$ cat config.mk
export PLATFORM = sky130hd
export DESIGN_NAME = rmedb_unit
export DESIGN_NICKNAME = d
export VERILOG_FILES = /design/src/logic/rmedb_pkg.sv /design/src/logic/rmedb_unit.sv
export SDC_FILE = /design/constraint.sdc
export NUM_CORES = 1
export LEC_CHECK = 0
export BUFFER_PORTS_ARGS = -buffer_cell sky130_fd_sc_hd__buf_2
export CAP_MARGIN = 20
export CORE_UTILIZATION = 45
export CTS_BUF_LIST = sky130_fd_sc_hd__clkbuf_8
export DETAILED_ROUTE_END_ITERATION = 6
export PLACE_DENSITY = 0.75
export REMOVE_ABC_BUFFERS = 1
export SYNTH_ARGS = -nofsm -noshare
export SYNTH_HDL_FRONTEND = slang
export SYNTH_SLANG_ARGS = --single-unit
$ cat constraint.sdc
create_clock -name mclk_i -period 15.8 [get_ports mclk_i]
set_clock_uncertainty 0.15 [all_clocks]
set_input_delay 2.37 -clock mclk_i [delete_from_list [all_inputs] [get_ports mclk_i]]
set_output_delay 2.37 -clock mclk_i [all_outputs]
set_load 0.02 [all_outputs]
$ cat src/logic/rmedb_pkg.sv
// Constants, types and register map of the real-mode exception and debug unit.
// Assumes a core that reports retiring instructions, memory accesses and
// interrupt dispatches on the same clock.
`default_nettype none

package rmedb_pkg;
	// ****************************************************************
	// Register map and fields
	// ****************************************************************
	localparam int unsigned BUS_AW = 5;
	localparam logic [4:0] REG_BPA0 = 5'h00;
	localparam logic [4:0] REG_BPA1 = 5'h04;
	localparam logic [4:0] REG_BPA2 = 5'h08;
	localparam logic [4:0] REG_BPA3 = 5'h0C;
	localparam logic [4:0] REG_BSTAT = 5'h10;
	localparam logic [4:0] REG_BCTL = 5'h14;
	localparam logic [4:0] REG_TLIM = 5'h18;
	localparam logic [4:0] REG_STATE = 5'h1C;
	localparam int unsigned NUM_BP = 4;
	localparam int unsigned BS_STEP_BIT = 14;
	localparam int unsigned BCTL_TYPE_LSB = 16;
	localparam logic [1:0] BPT_EXEC = 2'h0;
	localparam logic [1:0] BPT_WR = 2'h1;
	localparam logic [1:0] BPT_RW = 2'h3;
	localparam logic [31:0] BCTL_RST = 32'h00000000;
	localparam logic [31:0] BSTAT_RST = 32'h00000000;
	localparam logic [15:0] TLIM_RST = 16'h03FF;
	// ****************************************************************
	// Opcodes, vectors, flags and limits
	// ****************************************************************
	localparam logic [7:0] OP_BREAK = 8'hCC;
	localparam logic [7:0] OP_STOP = 8'hF4;
	localparam logic [7:0] VEC_DEBUG = 8'h01;
	localparam logic [7:0] VEC_BREAK = 8'h03;
	localparam logic [7:0] VEC_INVOP = 8'h06;
	localparam logic [7:0] VEC_DFAULT = 8'h08;
	localparam logic [7:0] VEC_TSS = 8'h0A;
	localparam logic [7:0] VEC_NOTP = 8'h0B;
	localparam logic [7:0] VEC_STACK = 8'h0C;
	localparam logic [7:0] VEC_GPROT = 8'h0D;
	localparam logic [7:0] VEC_PAGE = 8'h0E;
	localparam int unsigned TF_BIT = 8;
	localparam int unsigned IF_BIT = 9;
	localparam logic [31:0] SEG_LIMIT = 32'h0000FFFF;
	localparam logic [3:0] SEG_PAD = 4'h0;
	localparam logic [1:0] VEC_TAIL = 2'h3;
	localparam logic [15:0] NMI_LIM_MIN = 16'h000F;
	localparam logic [15:0] NMI_SP_MIN = 16'h0005;
	localparam logic [15:0] SP_ONE = 16'h0001;
	localparam int unsigned PHYS_W = 20;
	// ****************************************************************
	// Types
	// ****************************************************************
	typedef enum logic [2:0] {
		LK_NONE, LK_BIT_MEM, LK_XCHG_MEM, LK_ALU_MEM, LK_UNARY_MEM, LK_OTHER
	} rmedb_lock_cls_t;
	typedef enum logic [1:0] {SG_CODE, SG_DATA, SG_EXTRA, SG_STACK} rmedb_seg_t;
	typedef enum {ST_RUN, ST_HALTED, ST_SHUTDOWN} rmedb_state_t;
	typedef struct packed {
		logic valid;
		logic [7:0] opcode;
		logic [19:0] lin_addr;
		logic [15:0] next_ip;
		logic [15:0] flags;
		logic lock;
		logic rep;
		rmedb_lock_cls_t lock_cls;
		logic opsize_pfx;
	} rmedb_instr_t;
	typedef struct packed {
		logic valid;
		rmedb_seg_t seg;
		logic [15:0] seg_val;
		logic [31:0] ea;
		logic is_word;
		logic is_write;
		logic is_fetch;
		logic is_push;
	} rmedb_mem_t;
	typedef struct packed {
		logic valid;
		logic [7:0] vector;
	} rmedb_int_t;
	typedef struct packed {
		logic valid;
		logic [7:0] vector;
		logic fault;
	} rmedb_exc_t;
endpackage

`default_nettype wire

$ cat src/logic/rmedb_unit.sv
// Real-mode exception, debug trap, halt and shutdown unit.
// Assumes the core stalls while halted or shut down and samples exc_o.
//
// Contract
// RQ1: Breakpoint opcode raises trap vector 3
// RQ2: Single-step flag at retire raises vector 1
// RQ3: Four address and two status/control registers
// RQ4: All breakpoints disabled after reset
// RQ5: Breakpoint register match raises vector 1
// RQ6: Reset into real mode, 16-bit operand default
// RQ7: Physical address is segment shl 4 plus offset
// RQ8: No paging, linear equals physical
// RQ9: Segments 64K long, fully accessible
// RQ10: Offset overrun or word at FFFF gives 13
// RQ11: Stack overrun gives exception 12
// RQ12: Vector beyond table limit gives exception 8
// RQ13: Never raise 10, 11 or 14
// RQ14: Software reserves low memory for vectors
// RQ15: Software reserves top locations for init
// RQ16: Halt held until NMI, float, INTR, reset
// RQ17: Wake pointer addresses instruction after halt
// RQ18: Enter shutdown on vector overrun or odd wrap
// RQ19: NMI leaves shutdown only with room
// RQ20: Illegal atomic prefix form raises vector 6
// RQ21: Legal atomic forms lock, any privilege
//
// Decided for this implementation: the strobed register port and the register offsets.
`default_nettype none

module rmedb_unit (
	input wire logic mclk_i,
	input wire logic sys_rst_i,
	input wire logic [rmedb_pkg::BUS_AW-1:0] bus_addr_i,
	input wire logic [31:0] bus_wdata_i,
	input wire logic bus_wr_i,
	input wire logic bus_rd_i,
	output logic [31:0] bus_rdata_o,
	input wire rmedb_pkg::rmedb_instr_t instr_i,
	input wire rmedb_pkg::rmedb_mem_t mem_i,
	input wire rmedb_pkg::rmedb_int_t int_i,
	input wire logic [15:0] stack_pointer_i,
	input wire logic nmi_i,
	input wire logic intr_i,
	input wire logic bus_float_n_i,
	output rmedb_pkg::rmedb_exc_t exc_o,
	output logic [rmedb_pkg::PHYS_W-1:0] phys_addr_o,
	output logic halted_o,
	output logic shutdown_o,
	output logic wake_o,
	output logic [15:0] return_code_pointer_o,
	output logic bus_lock_o,
	output logic oper32_o,
	output logic real_mode_o
);
	// ****************************************************************
	// Helpers
	// ****************************************************************
	function automatic logic vec_outside(input logic [7:0] v, input logic [15:0] lim);
		return 16'({v, rmedb_pkg::VEC_TAIL}) > lim;
	endfunction

	function automatic logic [rmedb_pkg::PHYS_W-1:0] phys_of(input logic [15:0] seg,
			input logic [31:0] ea);
		return rmedb_pkg::PHYS_W'({seg, rmedb_pkg::SEG_PAD}) + rmedb_pkg::PHYS_W'(ea[15:0]);
	endfunction

	// ****************************************************************
	// Pin synchronisers
	// ****************************************************************
	logic [2:0] pin_s1_reg, pin_s2_reg, pin_s1_next, pin_s2_next;
	logic nmi_prev_reg, nmi_prev_next;
	logic nmi_edge, intr_lvl, float_lvl;

	always_comb begin
		pin_s1_next = {nmi_i, intr_i, ~bus_float_n_i};
		pin_s2_next = pin_s1_reg;
		nmi_prev_next = pin_s2_reg[2];
	end

	always_ff @(posedge mclk_i or posedge sys_rst_i) begin
		if (sys_rst_i) begin
			pin_s1_reg <= 3'h0;
			pin_s2_reg <= 3'h0;
			nmi_prev_reg <= 1'b0;
		end else begin
			pin_s1_reg <= pin_s1_next;
			pin_s2_reg <= pin_s2_next;
			nmi_prev_reg <= nmi_prev_next;
		end
	end

	assign nmi_edge = pin_s2_reg[2] & ~nmi_prev_reg;
	assign intr_lvl = pin_s2_reg[1];
	assign float_lvl = pin_s2_reg[0];

	// ****************************************************************
	// Breakpoint matching
	// ****************************************************************
	logic [31:0] bpa_reg [rmedb_pkg::NUM_BP];
	logic [31:0] bpa_next [rmedb_pkg::NUM_BP];
	logic [31:0] bctl_reg, bctl_next, bstat_reg, bstat_next;
	logic [15:0] tlim_reg, tlim_next;
	logic [31:0] rdata_next;
	logic [rmedb_pkg::NUM_BP-1:0] exec_hit, data_hit;
	logic [rmedb_pkg::PHYS_W-1:0] mem_phys;
	rmedb_pkg::rmedb_state_t state_reg, state_next;
	logic run;

	assign run = state_reg == rmedb_pkg::ST_RUN;
	assign mem_phys = phys_of(mem_i.seg_val, mem_i.ea); // RQ7 RQ8

	always_comb begin
		logic [1:0] typ;
		logic [rmedb_pkg::PHYS_W-1:0] a;
		typ = 2'h0;
		a = '0;
		exec_hit = '0;
		data_hit = '0;
		for (int i = 0; i < rmedb_pkg::NUM_BP; i++) begin
			typ = bctl_reg[rmedb_pkg::BCTL_TYPE_LSB + 2*i +: 2];
			a = bpa_reg[i][rmedb_pkg::PHYS_W-1:0];
			if (bctl_reg[i]) begin // RQ4
				exec_hit[i] = instr_i.valid && typ == rmedb_pkg::BPT_EXEC
					&& a == instr_i.lin_addr; // RQ5
				data_hit[i] = mem_i.valid && !mem_i.is_fetch
					&& (typ == rmedb_pkg::BPT_RW || (typ == rmedb_pkg::BPT_WR && mem_i.is_write))
					&& (a == mem_phys
						|| (mem_i.is_word && a == rmedb_pkg::PHYS_W'(mem_phys + 1'b1))); // RQ5
			end
		end
	end

	// ****************************************************************
	// Exception, halt and shutdown control
	// ****************************************************************
	rmedb_pkg::rmedb_exc_t exc_reg, exc_next;
	logic [rmedb_pkg::PHYS_W-1:0] phys_reg, phys_next;
	logic wake_reg, wake_next, lock_reg, lock_next, op32_reg, op32_next;
	logic if_reg, if_next;
	logic [15:0] rcp_reg, rcp_next;
	logic [31:0] stat_set;
	logic seg_over, lock_bad;

	always_comb begin
		exc_next = '0;
		state_next = state_reg;
		phys_next = phys_reg;
		wake_next = 1'b0;
		lock_next = 1'b0;
		op32_next = op32_reg;
		if_next = if_reg;
		rcp_next = rcp_reg;
		stat_set = '0;
		// RQ9 RQ10 RQ11
		seg_over = mem_i.ea > rmedb_pkg::SEG_LIMIT
			|| (mem_i.is_word && mem_i.ea == rmedb_pkg::SEG_LIMIT);
		lock_bad = instr_i.lock && (instr_i.rep || instr_i.lock_cls == rmedb_pkg::LK_OTHER
			|| instr_i.lock_cls == rmedb_pkg::LK_NONE); // RQ20
		case (state_reg)
			rmedb_pkg::ST_RUN: begin
				if (mem_i.valid) begin
					phys_next = mem_phys; // RQ7 RQ8
				end
				if (instr_i.valid) begin
					op32_next = instr_i.opsize_pfx; // RQ6
					lock_next = instr_i.lock && !lock_bad; // RQ21
				end
				stat_set[rmedb_pkg::NUM_BP-1:0] = exec_hit | data_hit; // RQ3
				if (instr_i.valid && instr_i.flags[rmedb_pkg::TF_BIT]) begin
					stat_set[rmedb_pkg::BS_STEP_BIT] = 1'b1;
				end
				// Single-step and data-breakpoint traps come first
				if ((instr_i.valid && instr_i.flags[rmedb_pkg::TF_BIT]) || |data_hit) begin
					exc_next = '{valid: 1'b1, vector: rmedb_pkg::VEC_DEBUG, fault: 1'b0}; // RQ2
				end else if (|exec_hit) begin
					exc_next = '{valid: 1'b1, vector: rmedb_pkg::VEC_DEBUG, fault: 1'b1}; // RQ5
				end else if (mem_i.valid && mem_i.is_push && mem_i.seg == rmedb_pkg::SG_STACK
						&& stack_pointer_i == rmedb_pkg::SP_ONE) begin
					state_next = rmedb_pkg::ST_SHUTDOWN; // RQ18
				end else if (mem_i.valid && seg_over) begin
					exc_next = '{valid: 1'b1, fault: 1'b1,
						vector: mem_i.seg == rmedb_pkg::SG_STACK ? rmedb_pkg::VEC_STACK
							: rmedb_pkg::VEC_GPROT}; // RQ10 RQ11
				end else if (instr_i.valid && lock_bad) begin
					exc_next = '{valid: 1'b1, vector: rmedb_pkg::VEC_INVOP, fault: 1'b1}; // RQ20
				end else if (instr_i.valid && instr_i.opcode == rmedb_pkg::OP_BREAK) begin
					exc_next = '{valid: 1'b1, vector: rmedb_pkg::VEC_BREAK, fault: 1'b0}; // RQ1
				end else if (int_i.valid && vec_outside(int_i.vector, tlim_reg)) begin
					exc_next = '{valid: 1'b1, vector: rmedb_pkg::VEC_DFAULT, fault: 1'b1}; // RQ12
				end else if (instr_i.valid && instr_i.opcode == rmedb_pkg::OP_STOP) begin
					state_next = rmedb_pkg::ST_HALTED; // RQ16
					rcp_next = instr_i.next_ip; // RQ17
					if_next = instr_i.flags[rmedb_pkg::IF_BIT];
				end
				if (exc_next.valid && (exc_next.vector == rmedb_pkg::VEC_DFAULT
						|| exc_next.vector == rmedb_pkg::VEC_GPROT)
						&& vec_outside(exc_next.vector, tlim_reg)) begin
					exc_next = '0;
					state_next = rmedb_pkg::ST_SHUTDOWN; // RQ18
				end
			end
			rmedb_pkg::ST_HALTED: begin
				if (nmi_edge || float_lvl || (intr_lvl && if_reg)) begin
					state_next = rmedb_pkg::ST_RUN; // RQ16
					wake_next = 1'b1; // RQ17
				end
			end
			rmedb_pkg::ST_SHUTDOWN: begin
				if (nmi_edge && tlim_reg >= rmedb_pkg::NMI_LIM_MIN
						&& stack_pointer_i > rmedb_pkg::NMI_SP_MIN) begin
					state_next = rmedb_pkg::ST_RUN; // RQ19
					wake_next = 1'b1;
				end
			end
			default: begin
				state_next = rmedb_pkg::ST_RUN;
			end
		endcase
	end

	always_ff @(posedge mclk_i or posedge sys_rst_i) begin
		if (sys_rst_i) begin
			state_reg <= rmedb_pkg::ST_RUN; // RQ6
			exc_reg <= '0;
			phys_reg <= '0;
			wake_reg <= 1'b0;
			lock_reg <= 1'b0;
			op32_reg <= 1'b0; // RQ6
			if_reg <= 1'b0;
			rcp_reg <= 16'h0000;
		end else begin
			state_reg <= state_next;
			exc_reg <= exc_next;
			phys_reg <= phys_next;
			wake_reg <= wake_next;
			lock_reg <= lock_next;
			op32_reg <= op32_next;
			if_reg <= if_next;
			rcp_reg <= rcp_next;
		end
	end

	// ****************************************************************
	// Register bus
	// ****************************************************************
	always_comb begin
		for (int i = 0; i < rmedb_pkg::NUM_BP; i++) begin
			bpa_next[i] = bpa_reg[i];
		end
		bctl_next = bctl_reg;
		tlim_next = tlim_reg;
		bstat_next = bstat_reg;
		rdata_next = '0;
		if (bus_wr_i) begin
			case (bus_addr_i)
				rmedb_pkg::REG_BPA0: bpa_next[0] = bus_wdata_i; // RQ3
				rmedb_pkg::REG_BPA1: bpa_next[1] = bus_wdata_i;
				rmedb_pkg::REG_BPA2: bpa_next[2] = bus_wdata_i;
				rmedb_pkg::REG_BPA3: bpa_next[3] = bus_wdata_i;
				rmedb_pkg::REG_BSTAT: bstat_next = bstat_reg & ~bus_wdata_i;
				rmedb_pkg::REG_BCTL: bctl_next = bus_wdata_i;
				rmedb_pkg::REG_TLIM: tlim_next = bus_wdata_i[15:0];
				default: begin
				end
			endcase
		end
		bstat_next = bstat_next | stat_set;
		if (bus_rd_i) begin
			case (bus_addr_i)
				rmedb_pkg::REG_BPA0: rdata_next = bpa_reg[0];
				rmedb_pkg::REG_BPA1: rdata_next = bpa_reg[1];
				rmedb_pkg::REG_BPA2: rdata_next = bpa_reg[2];
				rmedb_pkg::REG_BPA3: rdata_next = bpa_reg[3];
				rmedb_pkg::REG_BSTAT: rdata_next = bstat_reg;
				rmedb_pkg::REG_BCTL: rdata_next = bctl_reg;
				rmedb_pkg::REG_TLIM: rdata_next = {16'h0000, tlim_reg};
				rmedb_pkg::REG_STATE: rdata_next = {28'h0000000, op32_reg, 1'b1,
					state_reg == rmedb_pkg::ST_SHUTDOWN, state_reg == rmedb_pkg::ST_HALTED};
				default: rdata_next = '0;
			endcase
		end
	end

	always_ff @(posedge mclk_i or posedge sys_rst_i) begin
		if (sys_rst_i) begin
			for (int i = 0; i < rmedb_pkg::NUM_BP; i++) begin
				bpa_reg[i] <= 32'h00000000;
			end
			bctl_reg <= rmedb_pkg::BCTL_RST; // RQ4
			bstat_reg <= rmedb_pkg::BSTAT_RST;
			tlim_reg <= rmedb_pkg::TLIM_RST;
			bus_rdata_o <= 32'h00000000;
		end else begin
			for (int i = 0; i < rmedb_pkg::NUM_BP; i++) begin
				bpa_reg[i] <= bpa_next[i];
			end
			bctl_reg <= bctl_next;
			bstat_reg <= bstat_next;
			tlim_reg <= tlim_next;
			bus_rdata_o <= rdata_next;
		end
	end

	// ****************************************************************
	// Outputs
	// ****************************************************************
	always_ff @(posedge mclk_i or posedge sys_rst_i) begin
		if (sys_rst_i) begin
			halted_o <= 1'b0;
			shutdown_o <= 1'b0;
			real_mode_o <= 1'b0;
		end else begin
			halted_o <= state_next == rmedb_pkg::ST_HALTED;
			shutdown_o <= state_next == rmedb_pkg::ST_SHUTDOWN;
			real_mode_o <= 1'b1; // RQ6
		end
	end

	assign exc_o = exc_reg;
	assign phys_addr_o = phys_reg;
	assign wake_o = wake_reg;
	assign return_code_pointer_o = rcp_reg;
	assign bus_lock_o = lock_reg;
	assign oper32_o = op32_reg;
endmodule

`default_nettype wire

==> impl_metrics.toml <==
[finish]
drive_above_1_share_pct = 32.0
fill_cells = 3386
stdcell_count = 2459
largest_reg_flops = 128
syn2layout_area_growth_pct = 17.8
regArea_um2 = 8220
final_cell_mix = "dfrtp_1, buf_2, mux2_2"
nets = 2106
layout_commonest_cell = "dfrtp_1"
multi_input_area_um2 = 9380

[synth]
yosys_warnings = 0
synthesis.area_um2 = 17900
synthXorXnorAreaFrac_pct = 12.1
synth_top_family_by_area = "multiplexers"
synth.mux.area_fraction_pct = 13.4
ys_ff_latch = 328
synth_area_per_cell_um2 = 11.1
synth_flop_cell = "dfrtp_1"
synth_compound_gate_area_share_pct = 12.6
synthDistinctLibCells = 84
synth_simple_gate_area_share_pct = 11.5
synthAdderAreaFrac_pct = 1.86
synthArstFlopShare_pct = 100
synthCells = 1616
ys_seq_area_share_pct = 45.9
synth-edff-count = 0

[timing]
finalHoldViolCount = 0
rsz0062_at_grt = "no"
tightest_slew_ns = 1.01
max-slew-margin-rel_pct = 32.5
report.final.setup_viol = 0
max_freq_mhz = 109
setup_tns_ns = 0
slew_violations = 0
min_period_ns = 9.14
timing.final.crit_share_pct = 57.8

[routing]
route.detailed.drc = 0
firstDrtPassIters = 5
wirelength_mm = 58.8
wl_per_cell_um = 23.9
vias = 14642
drt_iter0_drc = 1241
detail-route-antenna-nets = 0
avgViaCountPerCell = 5.95

[clock_network]
clkLatencyLatePin_ns = 0.65
clkTransAtPathRegs_ns = 0.06
cts_setup_buffers = 0
cts_max_path_buffers = 3
cts_root_buf = "clkbuf_8"
cts_hold_buffers = 0
cts_resized = 0
cts.sinks = 328
cts_made_buffers = 55
cts_tree = "built"
htreeDepth = 2

[critical_path]
cp.required_ns = 16.23
crit_family = "simple AND/OR/NAND/NOR gates"
crit_path_start_kind = "primary input"
cp-end-kind = "flop"
path_cells = "buf_2 -> ha_1 -> inv_1 -> fa_1 -> nand2b_1 -> nor3_1 -> nand3_1 -> nor2_1 -> and3_1 -> nand4_4 -> xor2_1 -> xnor2_1 -> a41oi_1 -> nand3_1 -> or2_1 -> nor3_1 -> ha_1 -> nand4_1 -> o211ai_1 -> or4_1 -> a21boi_0 -> nor3_1 -> o211a_1"
crit_arrival_ns = 9.57
r2r-start = "bctl_reg[17]$_DFFE_PP0P_"
crit_top_cell = "nor3_1"
path_max_fanout = 10
cp-startpoint = "mem_i[8]"
slowest_delay_ns = 0.62
critPathKind = "primary input to flop"
cpMaxStageDelayCell = "nor2_1"
cp_num_buf_inv = 2

[global_routing]
grt_start_max_net_pins = 137
antenna_found_initial = 12
grt_pass1_vias = 14558
grt_pass1_wl_mm = 88.7
track_usage_pct = 28.9
grt_overflow = 0

[power_and_ir_drop]
power_leakage_nw = 9.54
p_comb_share_pct = 20.6
p_sw_share_pct = 31.2
p_clk_share_pct = 36.2
intPower_w = 0.00171
power.total_w = 0.00249
switching_power_w = 0.000777
power_density_nw_per_um2 = 118
p_seq_share_pct = 43.2
ir_drop_mv = 0.0693

[die]
die_x_um = 202
io_pins = 275
dieArea_um2 = 40600
rows = 72
start_util_pct = 46.0
die_h_um = 202
core_area_um2 = 39000

[run]
maxCapViolations = 0

[place]
hpwl_mm = 42.0
place.gp.congestion = 0.996
portBuffers = 256
dp.cells = 2350

[worst_hold_path]
hp-start = "pin_s1_reg[2]$_DFF_PP0_"
hold_class = "flop to flop"

[status]
status = "finished clean"
[metal layers]
layer,vias to the layer above,GRT usage [%],share of wire (%)
li1,6460,-,-
met5,-,0,0.11
met2,736,45.5,46
met1,7297,38.8,41
met4,12,10.6,3.3
met3,137,6.90,9.6
[stage by stage]
| stage | util (%) | instance area, um2 | setup slack [ns] | hold slack (ns) |
|---|---|---|---|---|
| 2_1_floorplan | - | 17700 | 4.21 | 0.181 |
| 3_3_place_gp | 50.7 | 19800 | 6.29 | 0.184 |
| 3_5_place_dp | 50.7 | 19800 | 6.23 | 0.187 |
| 4_1_cts | 54.1 | 21100 | 6.86 | 0.201 |
| 5_1_grt | 54.1 | 21100 | 6.24 | 0.206 |
| 6_report | 54.1 | 21100 | 6.66 | 0.195 |
[worst paths after layout]
check	end	slack, ns	depth (start not counted)
max	shutdown_o$_DFF_PP0_	6.66	23
min	pin_s2_reg[2]$_DFF_PP0_	0.20	0
max reg2reg	shutdown_o$_DFF_PP0_	9.49	20
min reg2reg	pin_s2_reg[2]$_DFF_PP0_	0.20	0
max in group asynchronous	bpa_reg[111]$_DFFE_PP0P_	11.56	4
min in group asynchronous	bus_rdata_o[26]$_DFF_PP0_	1.75	2
[power by group through the flow]
stage	clock network [W]	logic [W]	registers [W]
2_1_floorplan	0	0.000370	0.00103
3_3_place_gp	0	0.000495	0.00108
3_5_place_dp	0	0.000504	0.00109
4_1_cts	0.000916	0.000508	0.00107
5_1_grt	0.000952	0.000557	0.00108
6_report	0.000901	0.000513	0.00108
[cell type report]
type / instances / area share, %
flip-flops and latches: 328 / 38.9
inverters: 22 / 0.427
repair buffers: 275 / 6.75
diodes: 8 / 0.0948
well taps: 518 / 3.07
multi-input cells: 1207 / 44.4
clock inverters: 30 / 1.67
clock buffers: 71 / 4.63
[kinds of logic after synthesis]
family                   Yosys count
AND/OR/NAND/NOR                  388
flip-flops                       328
AO/OA/AOI/OAI                    314
XOR/XNOR                         234
multiplexers                     210
buffers and inverters            114
adder cells (fa/ha/maj)           26
other                              2
[synth_stat cells (all sizes together), types with 4 or more instances]
master | count | area share (%)
dfrtp | 318 | 44
mux2 | 207 | 13
xnor2 | 125 | 6.2
xor2 | 103 | 5.1
nand2 | 96 | 2.0
a22oi | 80 | 3.4
clkbuf | 59 | 1.2
nor2 | 58 | 1.3
nor4 | 51 | 1.8
nor3 | 43 | 1.3
o21ai | 43 | 1.2
nand4 | 42 | 1.5
a31oi | 35 | 1.2
a21oi | 34 | 0.99
buf | 33 | 0.98
a21boi | 32 | 1.3
nand3 | 31 | 0.92
ha | 25 | 1.7
inv | 22 | 0.46
nor2b | 12 | 0.42
nand2b | 11 | 0.38
a211oi | 10 | 0.52
dfstp | 10 | 1.5
a22o | 8 | 0.39
and2 | 8 | 0.28
and3 | 8 | 0.28
a21o | 7 | 0.29
o2111ai | 7 | 0.34
o211ai | 6 | 0.25
o22ai | 6 | 0.24
or3 | 6 | 0.24
or4 | 6 | 0.25
a2111oi | 5 | 0.28
a222oi | 5 | 0.28
a41oi | 5 | 0.24
o31ai | 5 | 0.36
or2 | 5 | 0.17
a221oi | 4 | 0.20
a311oi | 4 | 0.20
and4 | 4 | 0.20
xnor3 | 4 | 0.50
(Power assumes the default switching activity.)
